--- src/hdl/rcf_pkg.sv ---
// Constants, types and field layout of the reset cause flag register block
package rcf_pkg;

  localparam int unsigned RCF_ADDR_W = 12;
  localparam int unsigned RCF_FLAG_W = 8;

  localparam logic [11:0] RCF_OFS_FLAGS = 12'h000;
  localparam logic [11:0] RCF_OFS_STATUS = 12'h004;
  localparam logic [11:0] RCF_OFS_MASK = 12'h008;

  localparam int unsigned RCF_BIT_STK_OVF = 7;
  localparam int unsigned RCF_BIT_STK_UNF = 6;
  localparam int unsigned RCF_BIT_UNUSED = 5;
  localparam int unsigned RCF_BIT_WDT = 4;
  localparam int unsigned RCF_BIT_EXT_PIN = 3;
  localparam int unsigned RCF_BIT_INSTR = 2;
  localparam int unsigned RCF_BIT_POR = 1;
  localparam int unsigned RCF_BIT_BOR = 0;

  localparam logic [7:0] RCF_IMPL_MASK = 8'hdf;
  localparam logic [7:0] RCF_FLAGS_POR = 8'h1c;
  localparam logic [7:0] RCF_PWR_SET = 8'h1c;
  localparam logic [7:0] RCF_POR_CLR = 8'hc3;
  localparam logic [7:0] RCF_BOR_CLR = 8'hc1;
  localparam logic [7:0] RCF_STATUS_RST = 8'h00;
  localparam logic [7:0] RCF_MASK_RST = 8'h00;

  // One-cycle reset cause reports from the reset generation sources
  typedef struct packed {
    logic stk_ovf;
    logic stk_unf;
    logic wdt;
    logic ext_pin;
    logic instr;
    logic por;
    logic bor;
  } rcf_cause_t;

  typedef enum logic [1:0] {
    RCF_IDLE = 2'b00,
    RCF_ANSWER = 2'b01
  } rcf_apb_state_t;

endpackage : rcf_pkg

--- src/hdl/rcf_event_irq.sv ---
// Sticky event status, mask and level interrupt for the reset cause events
`timescale 1ns/1ps
module rcf_event_irq
  import rcf_pkg::*;
(
  input wire logic pclk,
  input wire logic presetn,
  input wire logic [7:0] event_set,
  input wire logic status_wr,
  input wire logic mask_wr,
  input wire logic [7:0] wdata,
  output logic [7:0] status_q,
  output logic [7:0] mask_q,
  output logic irq_q
);

  logic [7:0] status_d;
  logic [7:0] mask_d;
  logic irq_d;

  // Set wins over a write-one clear in the same cycle
  assign status_d = ((status_wr ? (status_q & ~wdata) : status_q) | event_set) & RCF_IMPL_MASK;
  assign mask_d = mask_wr ? (wdata & RCF_IMPL_MASK) : mask_q;
  assign irq_d = |(status_d & mask_d);

  always_ff @(posedge pclk or negedge presetn)
  begin
    if (!presetn)
    begin
      status_q <= RCF_STATUS_RST;
      mask_q <= RCF_MASK_RST;
      irq_q <= 1'b0;
    end
    else
    begin
      status_q <= status_d;
      mask_q <= mask_d;
      irq_q <= irq_d;
    end
  end

  property p_event_sticks;
    @(posedge pclk) disable iff (!presetn)
    (event_set != 8'h00) |=> ((status_q & $past(event_set)) == $past(event_set));
  endproperty
  a_event_sticks: assert property (p_event_sticks)
    else $error("raised event not latched in status");

  property p_irq_level;
    @(posedge pclk) disable iff (!presetn)
    1'b1 |=> (irq_q == (|(status_q & mask_q)));
  endproperty
  a_irq_level: assert property (p_irq_level)
    else $error("interrupt level disagrees with status and mask");

endmodule : rcf_event_irq

--- src/hdl/rcf_reset_cause_flags.sv ---
// Reset cause flag register with APB slave, event status and interrupt
//
// The APB register port and the register offsets were decided locally.
`timescale 1ns/1ps
module rcf_reset_cause_flags
  import rcf_pkg::*;
(
  input wire logic pclk,
  input wire logic presetn,
  input wire logic psel,
  input wire logic penable,
  input wire logic pwrite,
  input wire logic [11:0] paddr,
  input wire logic [31:0] pwdata,
  input wire logic [3:0] pstrb,
  output logic [31:0] prdata,
  output logic pready,
  output logic pslverr,
  input wire rcf_cause_t cause,
  input wire logic stack_reset_enable,
  output logic [7:0] reset_cause_flags,
  output logic irq
);

  rcf_apb_state_t state_q;
  rcf_apb_state_t state_d;
  logic [31:0] prdata_q;
  logic [31:0] prdata_d;
  logic pslverr_q;
  logic pslverr_d;
  logic [7:0] flags_q;
  logic [7:0] flags_d;
  logic [7:0] status_q;
  logic [7:0] mask_q;
  logic irq_q;

  // APB decode; one wait state so every answer comes from a flop
  wire logic access_req = psel && penable;
  wire logic access_done = access_req && (state_q == RCF_ANSWER);
  wire logic hit_flags = (paddr == RCF_OFS_FLAGS);
  wire logic hit_status = (paddr == RCF_OFS_STATUS);
  wire logic hit_mask = (paddr == RCF_OFS_MASK);
  wire logic hit_any = hit_flags || hit_status || hit_mask;
  wire logic lane0 = pstrb[0];
  wire logic wr_ok = access_done && pwrite && hit_any && lane0;
  wire logic flags_wr = wr_ok && hit_flags;
  wire logic status_wr = wr_ok && hit_status;
  wire logic mask_wr = wr_ok && hit_mask;
  wire logic [7:0] wbyte = pwdata[7:0];

  wire logic [7:0] rd_byte = hit_flags ? flags_q :
                             hit_status ? status_q :
                             hit_mask ? mask_q : 8'h00;

  always_comb
  begin
    state_d = state_q;
    unique case (state_q)
      RCF_IDLE:
      begin
        if (access_req)
        begin
          state_d = RCF_ANSWER;
        end
      end
      RCF_ANSWER:
      begin
        state_d = RCF_IDLE;
      end
      default:
      begin
        state_d = RCF_IDLE;
      end
    endcase
  end

  // Read data and error are captured as pready rises
  wire logic answer_load = access_req && (state_q == RCF_IDLE);
  assign prdata_d = answer_load ? {24'h000000, (hit_any && !pwrite) ? rd_byte : 8'h00} : 32'h00000000;
  assign pslverr_d = answer_load && !hit_any;

  always_ff @(posedge pclk or negedge presetn)
  begin
    if (!presetn)
    begin
      state_q <= RCF_IDLE;
      prdata_q <= 32'h00000000;
      pslverr_q <= 1'b0;
    end
    else
    begin
      state_q <= state_d;
      prdata_q <= prdata_d;
      pslverr_q <= pslverr_d;
    end
  end

  // Cause decode
  wire logic pwr_event = cause.por || cause.bor;
  wire logic stk_ovf_hit = cause.stk_ovf && stack_reset_enable;
  wire logic stk_unf_hit = cause.stk_unf && stack_reset_enable;

  // Power events override every single-cause report of the same cycle
  wire logic [7:0] pwr_set = pwr_event ? RCF_PWR_SET : 8'h00;
  wire logic [7:0] pwr_clr = cause.por ? RCF_POR_CLR : (cause.bor ? RCF_BOR_CLR : 8'h00);

  wire logic [7:0] one_set = pwr_event ? 8'h00 :
                             {stk_ovf_hit, stk_unf_hit, 6'h00};
  wire logic [7:0] one_clr = pwr_event ? 8'h00 :
                             {3'h0, cause.wdt, cause.ext_pin, cause.instr, 2'h0};

  wire logic [7:0] hw_set = pwr_set | one_set;
  wire logic [7:0] hw_clr = pwr_clr | one_clr;

  wire logic [7:0] event_set = {stk_ovf_hit, stk_unf_hit, 1'b0, cause.wdt, cause.ext_pin,
                                cause.instr, cause.por, cause.bor & ~cause.por};

  // Hardware beats a firmware write on the same bit; untouched bits hold
  genvar gi;
  generate
    for (gi = 0; gi < 8; gi++)
    begin : g_flag
      if (RCF_IMPL_MASK[gi])
      begin : g_impl
        assign flags_d[gi] = hw_set[gi] ? 1'b1 :
                             hw_clr[gi] ? 1'b0 :
                             flags_wr ? wbyte[gi] :
                             flags_q[gi];
      end
      else
      begin : g_unused
        assign flags_d[gi] = 1'b0;
      end
    end
  endgenerate

  // Reset of this domain stands for the power-on event itself
  always_ff @(posedge pclk or negedge presetn)
  begin
    if (!presetn)
    begin
      flags_q <= RCF_FLAGS_POR;
    end
    else
    begin
      flags_q <= flags_d;
    end
  end

  rcf_event_irq u_event_irq (
    .pclk(pclk),
    .presetn(presetn),
    .event_set(event_set),
    .status_wr(status_wr),
    .mask_wr(mask_wr),
    .wdata(wbyte),
    .status_q(status_q),
    .mask_q(mask_q),
    .irq_q(irq_q)
  );

  assign prdata = prdata_q;
  assign pready = state_q[0];
  assign pslverr = pslverr_q;
  assign reset_cause_flags = flags_q;
  assign irq = irq_q;

  wire logic any_cause = pwr_event || stk_ovf_hit || stk_unf_hit ||
                         cause.wdt || cause.ext_pin || cause.instr;

  property p_hold;
    @(posedge pclk) disable iff (!presetn)
    (!any_cause && !flags_wr) |=> (flags_q == $past(flags_q));
  endproperty
  a_hold: assert property (p_hold)
    else $error("flags changed with no cause and no write");

  property p_no_self_restore;
    @(posedge pclk) disable iff (!presetn)
    (!flags_wr && !pwr_event) |=> ((flags_q[4:0] & ~$past(flags_q[4:0])) == 5'h00) &&
      ((~flags_q[7:6] & $past(flags_q[7:6])) == 2'h0);
  endproperty
  a_no_self_restore: assert property (p_no_self_restore)
    else $error("flag returned to its inactive level without a write");

  property p_write_store;
    @(posedge pclk) disable iff (!presetn)
    (flags_wr && !any_cause) |=> (flags_q == ($past(wbyte) & RCF_IMPL_MASK));
  endproperty
  a_write_store: assert property (p_write_store)
    else $error("firmware write not stored in flags");

  property p_write_no_irq;
    @(posedge pclk) disable iff (!presetn)
    (flags_wr && !any_cause && (status_q == 8'h00)) |=> (status_q == 8'h00);
  endproperty
  a_write_no_irq: assert property (p_write_no_irq)
    else $error("flag write raised a reset event");

  property p_ovf;
    @(posedge pclk) disable iff (!presetn)
    (stk_ovf_hit && !pwr_event) |=> flags_q[RCF_BIT_STK_OVF];
  endproperty
  a_ovf: assert property (p_ovf)
    else $error("stack overflow did not set bit 7");

  property p_unf;
    @(posedge pclk) disable iff (!presetn)
    (stk_unf_hit && !pwr_event) |=> flags_q[RCF_BIT_STK_UNF];
  endproperty
  a_unf: assert property (p_unf)
    else $error("stack underflow did not set bit 6");

  property p_wdt;
    @(posedge pclk) disable iff (!presetn)
    (cause.wdt && !pwr_event) |=> !flags_q[RCF_BIT_WDT] ##1 (flags_q[RCF_BIT_WDT] == 1'b0 ||
      $past(flags_wr) || $past(pwr_event));
  endproperty
  a_wdt: assert property (p_wdt)
    else $error("watchdog reset did not clear bit 4");

  property p_pin;
    @(posedge pclk) disable iff (!presetn)
    (cause.ext_pin && !pwr_event) |=> !flags_q[RCF_BIT_EXT_PIN];
  endproperty
  a_pin: assert property (p_pin)
    else $error("pin reset did not clear bit 3");

  property p_instr;
    @(posedge pclk) disable iff (!presetn)
    (cause.instr && !pwr_event) |=> !flags_q[RCF_BIT_INSTR];
  endproperty
  a_instr: assert property (p_instr)
    else $error("reset instruction did not clear bit 2");

  property p_por;
    @(posedge pclk) disable iff (!presetn)
    cause.por |=> (flags_q == RCF_FLAGS_POR);
  endproperty
  a_por: assert property (p_por)
    else $error("power-on event left wrong flag value");

  property p_bor;
    @(posedge pclk) disable iff (!presetn)
    (cause.bor && !cause.por) |=> (flags_q[7:2] == 6'h07) && !flags_q[RCF_BIT_BOR] &&
      (flags_q[RCF_BIT_POR] == $past(flags_q[RCF_BIT_POR]));
  endproperty
  a_bor: assert property (p_bor)
    else $error("brown-out event left wrong flag value");

  property p_stk_gate;
    @(posedge pclk) disable iff (!presetn)
    (!stack_reset_enable && !flags_wr) |=> (flags_q[7:6] & ~$past(flags_q[7:6])) == 2'h0;
  endproperty
  a_stk_gate: assert property (p_stk_gate)
    else $error("stack flag set while stack reset disabled");

  property p_unused;
    @(posedge pclk) disable iff (!presetn)
    1'b1 |-> !flags_q[RCF_BIT_UNUSED];
  endproperty
  a_unused: assert property (p_unused)
    else $error("unused bit 5 reads 1");

  property p_pwr_init;
    @(posedge pclk) disable iff (!presetn)
    pwr_event |=> (flags_q[7:6] == 2'h0) && (flags_q[4:2] == 3'h7);
  endproperty
  a_pwr_init: assert property (p_pwr_init)
    else $error("power event did not initialise cause flags");

  property p_apb_wait;
    @(posedge pclk) disable iff (!presetn)
    (access_req && !pready) |=> pready ##1 !pready;
  endproperty
  a_apb_wait: assert property (p_apb_wait)
    else $error("APB answer not given after one wait state");

  property p_unmapped;
    @(posedge pclk) disable iff (!presetn)
    (access_req && !pready && !hit_any) |=> pslverr && (prdata == 32'h00000000);
  endproperty
  a_unmapped: assert property (p_unmapped)
    else $error("unmapped access not flagged as error");

  // Firmware loses the race against a report on the same bit
  property p_hw_beats_write;
    @(posedge pclk) disable iff (!presetn)
    (flags_wr && cause.wdt && !pwr_event) |=> !flags_q[RCF_BIT_WDT];
  endproperty
  a_hw_beats_write: assert property (p_hw_beats_write)
    else $error("firmware write overrode a watchdog report");

  property p_stk_keep;
    @(posedge pclk) disable iff (!presetn)
    ((cause.wdt || cause.ext_pin || cause.instr) && !stk_ovf_hit && !stk_unf_hit &&
      !pwr_event && !flags_wr) |=> (flags_q[7:6] == $past(flags_q[7:6]));
  endproperty
  a_stk_keep: assert property (p_stk_keep)
    else $error("single-cause reset disturbed a stack flag");

  property p_low_keep;
    @(posedge pclk) disable iff (!presetn)
    ((stk_ovf_hit || stk_unf_hit) && !pwr_event && !flags_wr && !cause.wdt &&
      !cause.ext_pin && !cause.instr) |=> (flags_q[4:0] == $past(flags_q[4:0]));
  endproperty
  a_low_keep: assert property (p_low_keep)
    else $error("stack reset disturbed a low flag");

  property p_rd_flags;
    @(posedge pclk) disable iff (!presetn)
    (access_req && !pready && !pwrite && hit_flags) |=>
      (prdata == {24'h000000, $past(flags_q)});
  endproperty
  a_rd_flags: assert property (p_rd_flags)
    else $error("flag read returned wrong data");

  property p_idle_quiet;
    @(posedge pclk) disable iff (!presetn)
    !pready |-> (prdata == 32'h00000000) && !pslverr;
  endproperty
  a_idle_quiet: assert property (p_idle_quiet)
    else $error("read data or error shown outside the answer cycle");

  property p_cov_wdt;
    @(posedge pclk) disable iff (!presetn)
    cause.wdt ##1 flags_wr;
  endproperty
  c_cov_wdt: cover property (p_cov_wdt);

  property p_cov_race;
    @(posedge pclk) disable iff (!presetn)
    flags_wr && any_cause;
  endproperty
  c_cov_race: cover property (p_cov_race);

  property p_cov_irq;
    @(posedge pclk) disable iff (!presetn)
    $rose(irq);
  endproperty
  c_cov_irq: cover property (p_cov_irq);

  property p_cov_stk_off;
    @(posedge pclk) disable iff (!presetn)
    cause.stk_ovf && !stack_reset_enable;
  endproperty
  c_cov_stk_off: cover property (p_cov_stk_off);

endmodule : rcf_reset_cause_flags

--- config.mk ---
export PLATFORM = sky130hd
export DESIGN_NAME = rcf_reset_cause_flags
export DESIGN_NICKNAME = d
export VERILOG_FILES = /design/src/hdl/rcf_pkg.sv /design/src/hdl/rcf_event_irq.sv /design/src/hdl/rcf_reset_cause_flags.sv
export SDC_FILE = /design/constraint.sdc
export NUM_CORES = 1
export LEC_CHECK = 0
export ABC_AREA = 1
export BUFFER_PORTS_ARGS = -buffer_cell sky130_fd_sc_hd__buf_2
export CAP_MARGIN = 40
export CORE_MARGIN = 2
export CORE_UTILIZATION = 44
export CTS_CLUSTER_SIZE = 10
export DETAILED_ROUTE_END_ITERATION = 6
export MAX_ROUTING_LAYER = met4
export PLACE_DENSITY = 0.88
export SLEW_MARGIN = 10
export SYNTH_ARGS = -nofsm -noshare
export SYNTH_HDL_FRONTEND = slang
export SYNTH_SLANG_ARGS = --single-unit
--- constraint.sdc ---
create_clock -name pclk -period 1.5 [get_ports pclk]
set_input_delay 0.15 -clock pclk [delete_from_list [all_inputs] [get_ports pclk]]
set_output_delay 0.15 -clock pclk [all_outputs]
set_load 0.02 [all_outputs]
---- Word level (Yosys, flattened, before mapping) ----
Cells that the tools add are included.
storage, ports and cells
  register bits ........................... 34
  output and inout bits ................... 43
  word-level logic and storage cells ...... 88
  bits of input ports ..................... 61
cells by class
  bitwise logic cells ..................... 8
  equality and inequality tests ........... 4
  multiplexer cells ....................... 35
  reductions and logical operators ........ 28
operators with widths
  operator                                              number
  two-way mux 8 bit                                     10
  two-way mux 1 bit                                     21
  nonzero test 3 bit                                    7
  AND 8 bit                                             2
  logical AND 1 bit                                     13
  equality test 12 x 3 -> 1 bit, second input constant  1
  equality test 12 x 4 -> 1 bit, second input constant  1
  zero test 12 bit                                      1
  two-way mux 5 bit                                     2
  inverter 8 bit                                        1
  bitwise OR 5 x 8 -> 8 bit                             1
  bitwise OR 8 x 5 -> 8 bit                             1
  bitwise OR 8 bit                                      1
  OR reduction 8 bit                                    1
  two-way mux 2 bit                                     2
  logical OR 1 bit                                      3
  equality test 2 x 1 -> 1 bit, second input constant   1
  zero test 1 bit                                       2
  zero test 2 bit                                       1
  != test 2 bit, second input constant                  1
  AND 1 bit                                             1
  inverter 1 bit                                        1

---- Logic depth before layout (Yosys ltp) ----
Gate-level depths: netlist (run 1).
  word-level depth ........................ 10
  gate-level depth with buffers ........... 11
  gate-level depth less buffers ........... 10

---- Hierarchy ----
From an unflattened synthesis (run 1), not the netlist that was laid out.
unflattened totals
  cells, all modules ...................... 247
  area, all modules ....................... 1,896.8 µm²
by module, submodules not included
  module                 cells an instance  sequential area each (µm²)  area an instance (µm²)  times used
  rcf_reset_cause_flags  164                429.2                       1,231.2                 1
  rcf_event_irq          83                 375.4                       665.6                   1

---- Worst setup path after synthesis (run 1) ----
OpenSTA, ideal clock, no wires.
  path kind ............................... reg-to-reg
  start point ............................. register state_q[0]
  end point ............................... register u_event_irq.irq_q
  arrival ................................. 1.393 ns
  data required time ...................... 1.381 ns
  cell stages (with the launch flop) ...... 10
  period minus slack after synthesis ...... 1.511 ns
  library setup time ...................... 0.119 ns
  setup slack ............................. -0.011 ns
  path buffers ............................ 0
  cells stage by stage .................... dfrtp_1 nand3_2 nor3_4 nand3_2 nand2_1 nand2_1 nand2_1 nand2_1 nor2_1 nand2_1
between the ends
  elaborated cells between the ends (all ways) .. 12
  those cells by class .................... eq/ne: 1; mux: 2; bitwise: 2; reduce/logical: 7
RTL lines
  what                             line                         text
  from (decl)                      rcf_reset_cause_flags.sv:25  rcf_apb_state_t state_q;
  from (signal assigned)           rcf_reset_cause_flags.sv:92  state_q <= state_d;
  equality test 2 x 1 -> 1 bit     rcf_reset_cause_flags.sv:39  wire logic access_done = access_req && (state_q == RCF_ANSWER);
  logical AND 1 bit                rcf_reset_cause_flags.sv:39
  logical AND 1 bit (3 in series)  rcf_reset_cause_flags.sv:45  wire logic wr_ok = access_done && pwrite && hit_any && lane0;
  logical AND 1 bit                rcf_reset_cause_flags.sv:48  wire logic mask_wr = wr_ok && hit_mask;
  two-way mux 8 bit                rcf_event_irq.sv:23          assign mask_d = mask_wr ? (wdata & RCF_IMPL_MASK) : mask_q;
  via u_event_irq.mask_d[3]        rcf_event_irq.sv:18          logic [7:0] mask_d;
  AND 8 bit                        rcf_event_irq.sv:24          assign irq_d = |(status_d & mask_d);
  OR reduction 8 bit               rcf_event_irq.sv:24
  via u_event_irq.irq_d            rcf_event_irq.sv:19          logic irq_d;
  to (signal assigned)             rcf_event_irq.sv:38          irq_q <= irq_d;
  to (decl)                        rcf_event_irq.sv:14          output logic irq_q
The timed path passes the listed nets, and every way through them passes these cells.
A chain may end at the register's enable or synchronous reset.

---- Worst setup path in the final report (run 1) ----
  start point ............................. register state_q[0]
  end point ............................... register u_event_irq.irq_q
between the ends
  longest elaborated chain between the ends .. 10
  elaborated cells between the ends (all ways) .. 12
  those cells by class .................... eq/ne: 1; mux: 2; bitwise: 2; reduce/logical: 7
ends and longest elaborated chain
  what                             line                         text
  equality test 2 x 1 -> 1 bit     rcf_reset_cause_flags.sv:39
  logical AND 1 bit                rcf_reset_cause_flags.sv:39
  logical AND 1 bit (3 in series)  rcf_reset_cause_flags.sv:45
  logical AND 1 bit                rcf_reset_cause_flags.sv:47  wire logic status_wr = wr_ok && hit_status;
  two-way mux 8 bit                rcf_event_irq.sv:22          assign status_d = ((status_wr ? (status_q & ~wdata) : status_q) | event_set) & RCF_IMPL_MASK;
  bitwise OR 8 bit                 rcf_event_irq.sv:22
  via u_event_irq.status_d[4]      rcf_event_irq.sv:17          logic [7:0] status_d;
  AND 8 bit                        rcf_event_irq.sv:24
  OR reduction 8 bit               rcf_event_irq.sv:24
  via u_event_irq.irq_d            rcf_event_irq.sv:19
The timed path passes the listed nets, and every way through them passes these cells.

==> results of run 1 <==
## critical path, stage by stage (launching register included)
cell and delay [ps]:
dfrtp_2 370, nand3_2 100, nor2_2 130, buf_4 160, nand4_1 100, nand2_1 60
nand2_1 80, nand2_1 80, nand2_1 50, nor2_1 110, nand2_1 70
## placed cells by master, fill, tap and decap left out, drive strengths merged
| cell type | n |
|---|---|
| o211ai | 1 |
| nand2 | 59 |
| buf | 66 |
| conb | 26 |
| o21ai | 8 |
| a31oi | 7 |
| or2 | 1 |
| nor3 | 11 |
| dfstp | 3 |
| nand3 | 5 |
| and2 | 1 |
| a21oi | 7 |
| nand4 | 14 |
| nor2 | 20 |
| clkbuf | 8 |
| inv | 25 |
| dlygate4sd3 | 1 |
| a211oi | 1 |
| dfrtp | 28 |
## cells in the mapped netlist
master     n  area (sq um)
nand2_2    2          12.5
dfstp_2    3          78.8
o211ai_1   1          7.51
buf_2      1          5.00
o21ai_0    8          40.0
a211oi_1   1          7.51
buf_6      1          11.3
a31oi_1    7          43.8
nand3_1    2          10.0
nand2_4    1          11.3
inv_2      1          3.75
or2_4      1          8.76
nor3_4     1          16.3
nor2_8     1          20.0
buf_4     27           203
nor2_1    14          52.6
inv_1     24          90.1
and2_4     1          8.76
nor3_1     1          5.00
nand3_2    3          30.0
nand2_1   56           210
nor3_2     9          90.1
nand4_1   14          87.6
nor2_2     3          18.8
conb_1     1          3.75
nor2_4     2          22.5
a21oi_1    7          35.0
dfrtp_1   28           701
## cell families after synthesis
family                 after synthesis
AO/OA/AOI/OAI                       24
buffers and inverters               54
flip-flops                          31
other                                1
AND/OR/NAND/NOR                    111
## worst paths after layout
check | to | slack, ps | depth (start not counted)
worst max-delay path | u_event_irq.irq_q | 80 | 10
worst min-delay path | reset_cause_flags[1] | 90 | 2
worst max register to register | u_event_irq.irq_q | 80 | 10
worst min register to register | u_event_irq.status_q[3] | 500 | 2
max in group asynchronous | reset_cause_flags[3] | 750 | 3
min in group asynchronous | prdata[1] | 420 | 3
## per-stage QoR
stage	hold slack, ps	total power [mW]
floorplan	-146	1.04
global placement	176	1.08
detailed placement	188	1.08
CTS	83.6	1.78
global route	91.4	1.85
finish	88.1	1.77
## metal layers
| layer | track usage, % | wire, microns | share of wire (%) |
|---|---|---|---|
| met5 | - | 0 | 0 |
| met4 | 3.75 | 24 | 0.59 |
| met3 | 5.03 | 234 | 5.7 |
| met2 | 33.7 | 2130 | 52 |
| met1 | 22.3 | 1690 | 41 |
## power by group
part | switching, mW | internal [mW]
combinational | 0.154 | 0.0605
sequential | 0.00687 | 0.848
clock | 0.287 | 0.418
## sequential cells by signal (all words and copies together), names as in the netlist
signal / flops
u_event_irq.irq_q: 1
pslverr: 1
u_event_irq.mask_q: 7
prdata: 7
state_q: 1
u_event_irq.status_q: 7
reset_cause_flags: 7
## layout make-up
cell class                 instances  area, sq um  area share [%]
inverter                          25         93.8            4.16
tap                               50         62.6            2.77
sequential                        31          781            34.6
multi-input combinational        161          836            37.0
clock buffer                       8          100            4.44
timing repair buffer              67          383            17.0
## repair_timing
action / CTS / global route
setup buffers: 0 / 0
endpoints found under the hold margin: 28 / 0
hold buffers: 1 / 0
==> run metrics, run 1 <==
Total Wirelength=slightly above 4000 microns; WL/cell=11.9 microns; clock root cell=clkbuf_8; final setup fails=0; fmax=roughly 0.7 GHz; fill count=approximately 370; Synth Area in Compound Gates=7.30%; startpoint types=flop; Worst Hold Launch=cause[1]; Die Wd=roughly 69 microns; layout cell share with drive strength beyond 1=a little over a third; vias per inst=between 4 and 5; row count=23; ANT cells=0; largest net degree at the start of global routing=32; YS warnings=0; clock insertion delay at the later pin of the skew report=approximately 280 ps; total track usage=around a fifth; Starting Density=a little under half; fin cells=about 340; Req. time, crit path=about 1700 ps; # IOs=104; Setup WS post-layout=~84 ps; fin. max-slew vios=0; vias in the first global route=roughly 1,500; vias=about 1,600; post-synthesis average cell area=8.30 sq um; first-pass GRT wire length=about 6400 microns; DR iter-0 viols=97; Final Util=about 56%; DR pass1 iterations=4; CP Class=reg -> reg; CTS clk-pin slew, worst paths=60 ps; Cell Area, Synth=0.00183 sq mm; initial antenna violation count=0; Critical Path Source=state_q[0]; clock sink total=31; Final nets=352; Power Density=just under 800 mW/mm^2; Critical Path End Type=flop; mux contribution to synthesized area=0%; worst IR drop on VDD=~330 uV; grt ovf=0; r2r startpoint=state_q[0]; setup TNS=0 ps; crit path time final=between 1000 and 1500 ps; worst-path fanout max=5; Setup WS pre-CTS=roughly 34 ps; Clock Skew=about 5.0 ps; XOR/XNOR Fraction of Synth Area=0%; final hold vios=0; Synth Area in Simple Gates=32.9%; Worst EP arrival=around 1600 ps; Final ANT Viol Nets=0; die area=0.00470 sq mm; RSZ-0062 raised after global routing=false; placeable core area=~0.004 sq mm; H-tree Lvls=2; max_cap viols=0; post-CTS resize count=0; CTS buffer count=5; # DRC=0; routability cong.=0.910; final instance area=0.00226 sq mm; register area share after synthesis=about 42%; DIE HEIGHT=approximately 69 microns; port buffer count=49; dpl hpwl=3250 microns; Area growth, synth to finish=23.0%; HP Class=in -> reg; Distinct cells, synth=28; largest family of logic cells by synthesized area=simple AND/OR/NAND/NOR gates; Placed Instances=roughly 330; Placed Area=around 0.0021 sq mm; Tcrit/Tclk final=a little over nine tenths; leakage power=approximately 1.3 nW; CTS tree=done; Synth Area in Adders=0%; status=finished clean; Cells after Synth=between 200 and 250; Seq cells post-synth=31; clock tree buffer depth=2
Note: power is estimated with default switching activity, not from simulation.
==> run 2, diff against run 1 <==
Settings changed: MAX_ROUTING_LAYER met4 to unset.
==> run 2 against run 1 <==
Effect of this change: clock skew about the same; largest power group unchanged; critical path depth unchanged; wire length is 0.15% higher; critical endpoint unchanged.
==> run metrics, run 2 (synthesized netlist as in run 1, its figures left out) <==
status=finished clean (unchanged); port buffer count=49 (unchanged); Fin Hold WS=88.1 ps (about the same); reg2reg setup slack=80 ps (about the same); # IOs=104 (unchanged); grt ovf=0 (unchanged); CTS clk-pin slew, worst paths=60 ps (about the same); postcts setup bufs=0 (unchanged); ANT cells=0 (unchanged); reg2reg end=u_event_irq.irq_q (unchanged); vias=1,600 (was 1,602); Met2 Routed Length=2130 microns (about the same); first-pass GRT wire length=6440 microns (unchanged); crit path time final=1420 ps (about the same); Die Wd=68.6 microns (unchanged); most common cell after layout, fill and taps aside=nand2_1 (unchanged); CTS tree=done (unchanged); total track usage=18.7% (was 19.3%); r2r startpoint=state_q[0] (unchanged); Setup WS pre-CTS=34.4 ps (unchanged); clock tree buffer depth=2 (unchanged); Placed Instances=333 (unchanged); largest net degree at the start of global routing=32 (unchanged); die area=0.00470 sq mm (unchanged); Final Util=56.4% (unchanged); Worst EP arrival=1580 ps (about the same); placeable core area=0.00400 sq mm (unchanged); post-CTS resize count=0 (unchanged); Met3 Wirelength=263 microns (was 234 microns); RSZ-0062 raised after global routing=false (unchanged); HP Class=in -> reg (unchanged); initial antenna violation count=0 (unchanged); H-tree Lvls=2 (unchanged); worst-path fanout max=5 (unchanged); final setup fails=0 (unchanged); setup TNS=0 ps (unchanged); Total Wirelength=4080 microns (about the same); CP Class=reg -> reg (unchanged); fin cells=342 (unchanged); dpl hpwl=3250 microns (unchanged); max_cap viols=0 (unchanged); Critical Path End Type=flop (unchanged); Req. time, crit path=1670 ps (about the same); Reg2Reg Depth=10 (unchanged); DR pass1 iterations=4 (unchanged); Setup WS post-layout=82.2 ps (was 83.9 ps); clock insertion delay at the later pin of the skew report=280 ps (about the same); DIE HEIGHT=68.6 microns (unchanged); DR iter-0 viols=97 (unchanged); clock root cell=clkbuf_8 (unchanged); Final ANT Viol Nets=0 (unchanged); worst IR drop on VDD=328 uV (about the same); final hold vios=0 (unchanged); row count=23 (unchanged); CP endpoint=u_event_irq.irq_q (unchanged); fin. max-slew vios=0 (unchanged); highest routed layer=met4 (unchanged); Area growth, synth to finish=23.0% (unchanged); vias per inst=4.68 (about the same); Clock Skew=4.96 ps (about the same); routability cong.=0.895 (was 0.910); startpoint types=flop (unchanged); Power Density=787 mW/mm^2 (about the same); Final nets=352 (unchanged); layout cell share with drive strength beyond 1=34.9% (unchanged); CTS buffer count=5 (unchanged); leakage power=1.29 nW (unchanged); # DRC=0 (unchanged); Starting Density=45.9% (unchanged); M1 WL=1670 microns (was 1690 microns); WL/cell=11.9 microns (about the same); most frequent cells in the layout=nand2_1, buf_2, dfrtp_1 (unchanged); Tcrit/Tclk final=94.5% (was 94.4%); clock sink total=31 (unchanged); fmax=0.705 GHz (was 0.706 GHz); Critical Path Source=state_q[0] (unchanged); vias in the first global route=1,504 (unchanged)
==> run 2: cell counts in the layout (fill, tap and decap cells not counted) <==
No cell type changed its count.
==> run 2: layout make-up <==
type / count / area (sq um)
multi-input cells: 161 / 836
clock buffers: 8 / 100
repair buffers: 67 / 383
inverters: 25 / 93.8
fillers: 371 / 1740
well taps: 50 / 62.6
flip-flops and latches: 31 / 781
==> run 2: metrics by stage <==
| stage | instance area, sq um | power, mW |
|---|---|---|
| global route | 2260 | 1.85 |
| CTS | 2260 | 1.78 |
| floorplan | 1930 | 1.04 |
| finish | 2260 | 1.77 |
| detailed placement | 2150 | 1.08 |
| global placement | 2150 | 1.08 |
==> run 2: worst min path at each step <==
stage / from / end / depth (start not counted)
2_1_floorplan: presetn / prdata[0] / 0
6_report: cause[1] / reset_cause_flags[1] / 2
4_1_cts: cause[1] / reset_cause_flags[1] / 2
3_5_place_dp: presetn / pslverr / 2
5_1_grt: cause[1] / reset_cause_flags[1] / 2
3_3_place_gp: presetn / pslverr / 2
==> run 2: routing by layer <==
layer	vias up	global-route usage [%]
met2	55	33.7
met3	3	5.36
li1	807	-
met5	-	0
met4	0	3.75
met1	735	22.1
==> run 2: critical path, stage by stage (launching register included) <==
cell	delay, ps
dfrtp_2	370
nand3_2	100
nor2_2	130
buf_4	160
nand4_1	100
nand2_1	60
nand2_1	80
nand2_1	80
nand2_1	50
nor2_1	110
nand2_1	70
==> run 2: timing repair <==
item,in CTS,in global routing
endpoints found under the hold margin,28,0
hold buffers,1,0
endpoints found under the setup margin,0,0
==> run 2: where the power goes <==
group          switching [mW]  total [mW]  internal (mW)  leakage (nW)
Combinational           0.154       0.215         0.0605         0.862
Sequential            0.00687       0.855          0.848         0.372
Clock                   0.287       0.705          0.418        0.0515
Total                   0.448        1.77           1.33          1.29
==> run 3, diff against run 2 <==
Settings changed: BUFFER_PORTS_ARGS -buffer_cell sky130_fd_sc_hd__buf_2 to unset, CELL_PAD_IN_SITES_DETAIL_PLACEMENT set to 0, CELL_PAD_IN_SITES_GLOBAL_PLACEMENT set to 1, CORE_UTILIZATION 44 to 43, DONT_BUFFER_PORTS set to 1, PLACE_DENSITY 0.88 to unset, PLACE_DENSITY_LB_ADDON set to 0.1.
==> run 3 against run 2 <==
Effect of this change: core utilization decreased by 4.7 points; clock-buffer cell count decreased by 2; combinational power decreased by 25%; wire length increased by 4.3%; sequential power increased by 1%; total power increased by 6.3%; largest cell class unchanged.
==> run metrics, run 3 (synthesized netlist as in run 1, its figures left out) <==
Total Wirelength=4260 microns (was 4080 microns); DR iter-0 viols=58 (was 97); Starting Density=45.2% (was 45.9%); layout cell share with drive strength beyond 1=21.6% (was 34.9%); ANT cells=0 (unchanged); Worst path max stage delay=420 ps (was 370 ps); clock sink total=31 (unchanged); CTS tree=done (unchanged); port buffer count=0 (was 49); fill count=397 (was 371); Worst EP arrival=1590 ps (was 1580 ps); clock insertion delay at the later pin of the skew report=280 ps (about the same); grt ovf=0 (unchanged); routability cong.=0.850 (was 0.895); fin. max-slew vios=0 (unchanged); Tot Pwr=1.89 mW (was 1.77 mW); largest net degree at the start of global routing=32 (unchanged); row count=23 (unchanged); dpl hpwl=3100 microns (was 3250 microns); vias per inst=4.96 (was 4.68); Critical Path End Type=flop (unchanged); most frequent cells in the layout=nand2_1, dfrtp_1, conb_1 (was nand2_1, buf_2, dfrtp_1); fmax=0.721 GHz (was 0.705 GHz); startpoint types=flop (unchanged); # IOs=104 (unchanged); final instance area=0.00210 sq mm (was 0.00226 sq mm); DR pass1 iterations=4 (unchanged); worst-path fanout max=7 (was 5); Clock power frac=45.6% (was 39.7%); Reg power frac=45.8% (was 48.2%); HP Class=in -> reg (unchanged); die area=0.00480 sq mm (was 0.00470 sq mm); combinational power share=8.6% (was 12.1%); clock tree buffer depth=2 (unchanged); CP Cell Sequence=buf_4 -> nor3_1 -> nand2_4 -> nor3_2 (was nand3_2 -> nor2_2 -> buf_4 -> nand4_1 -> nand2_1 -> nand2_1 -> nand2_1 -> nand2_1 -> nor2_1 -> nand2_1); P_sw=0.464 mW (was 0.448 mW); DIE HEIGHT=69.3 microns (was 68.6 microns); Switching Share=24.6% (was 25.2%); final setup fails=0 (unchanged); RSZ-0062 raised after global routing=true (was false); most common cell after layout, fill and taps aside=nand2_1 (unchanged); Tcrit/Tclk final=92.4% (was 94.5%); total track usage=18.5% (was 18.7%); Placed Instances=280 (was 333); status=finished clean (unchanged); final hold vios=0 (unchanged); P_int=1.42 mW (was 1.33 mW); postcts setup bufs=0 (unchanged); leakage power=1.10 nW (was 1.29 nW); Area growth, synth to finish=14.3% (was 23.0%); vias=1,462 (was 1,600); Die Wd=69.3 microns (was 68.6 microns); worst IR drop on VDD=511 uV (was 328 uV); FF+latch area=781 sq um (unchanged); Multi-input gate area=861 sq um (was 836 sq um); H-tree Lvls=2 (unchanged); CP Class=reg -> reg (unchanged); fin cells=295 (was 342); CP max stage cell=dfrtp_2 (unchanged); CTS buffer count=5 (unchanged); Req. time, crit path=1700 ps (was 1670 ps); critical path's top delay family=simple AND/OR/NAND/NOR gates (unchanged); placeable core area=0.00406 sq mm (was 0.00400 sq mm); Final nets=305 (was 352); max_cap viols=0 (unchanged); CTS clk-pin slew, worst paths=70 ps (was 60 ps); Power Density=900 mW/mm^2 (was 787 mW/mm^2); Placed Area=0.00187 sq mm (was 0.00215 sq mm); Fin Hold WS=12.7 ps (was 88.1 ps); first-pass GRT wire length=6990 microns (was 6440 microns); Clock Skew=5.45 ps (was 4.96 ps); vias in the first global route=1,459 (was 1,504); clock root cell=clkbuf_8 (unchanged); crit path time final=1390 ps (was 1420 ps); WL/cell=14.4 microns (was 11.9 microns); Final ANT Viol Nets=0 (unchanged); worst path bufs/invs=1 (unchanged); # DRC=0 (unchanged); initial antenna violation count=0 (unchanged)
run 3: through the flow:
step	utilization [%]	TNS, ps	worst slack (ps)
after detailed placement	46.1	0	44.9
after floorplan	-	0	70.9
final	51.7	0	113
after CTS	51.0	0	26.6
after global routing	51.7	-0.385	-0.385
after global placement	46.1	0	56.8
run 3: worst register-to-register path: cells and delay by family, from the launching register on:
| family | cells | cell delay, ps |
|---|---|---|
| buffers and inverters | 1 | 170 |
| DFF | 1 | 420 |
| and+or+nand+nor | 3 | 710 |
run 3: worst paths after layout:
check                           cells after the start  slack, ps                 endpoint             startpoint
worst max-delay path                                4        110                prdata[1]             state_q[0]
worst max register to register                      4        110                prdata[1]             state_q[0]
max in group asynchronous                           2        920     reset_cause_flags[3]                presetn
min in group asynchronous                           2        330                prdata[2]                presetn
worst min-delay path                                2         10  u_event_irq.status_q[1]               cause[1]
worst min register to register                      2        500    u_event_irq.mask_q[2]  u_event_irq.mask_q[2]
run 3: repair_timing:
| action | CTS | global route |
|---|---|---|
| resized for setup | 0 | 6 |
| endpoints found under the hold margin | 36 | 0 |
| hold buffers | 7 | 0 |
| endpoints found under the setup margin | 0 | 4 |
run 3: power groups by stage:
| stage | logic (mW) | registers, mW | clock network (mW) |
|---|---|---|---|
| after floorplan | 0.155 | 0.880 | 0 |
| after global placement | 0.121 | 0.880 | 0 |
| after detailed placement | 0.122 | 0.880 | 0 |
| after CTS | 0.159 | 0.864 | 0.878 |
| after global routing | 0.178 | 0.865 | 0.912 |
| final | 0.162 | 0.864 | 0.861 |
run 3: layout make-up:
class	count	area share (%)
repair buffers	20	8.65
multi-input cells	161	41.1
flip-flops and latches	31	37.2
inverters	25	4.47
clock buffers	6	3.94
clock inverters	2	1.67
well taps	50	2.98
run 3: layer usage:
metal	vias to the layer above	part of all wire (%)	GRT usage [%]	wire length [microns]
met5	-	0	0	0
met4	0	1.1	6.32	47
met3	4	8.4	6.25	357
met2	67	48	30.1	2050
met1	677	42	23.0	1800
li1	714	-	-	-
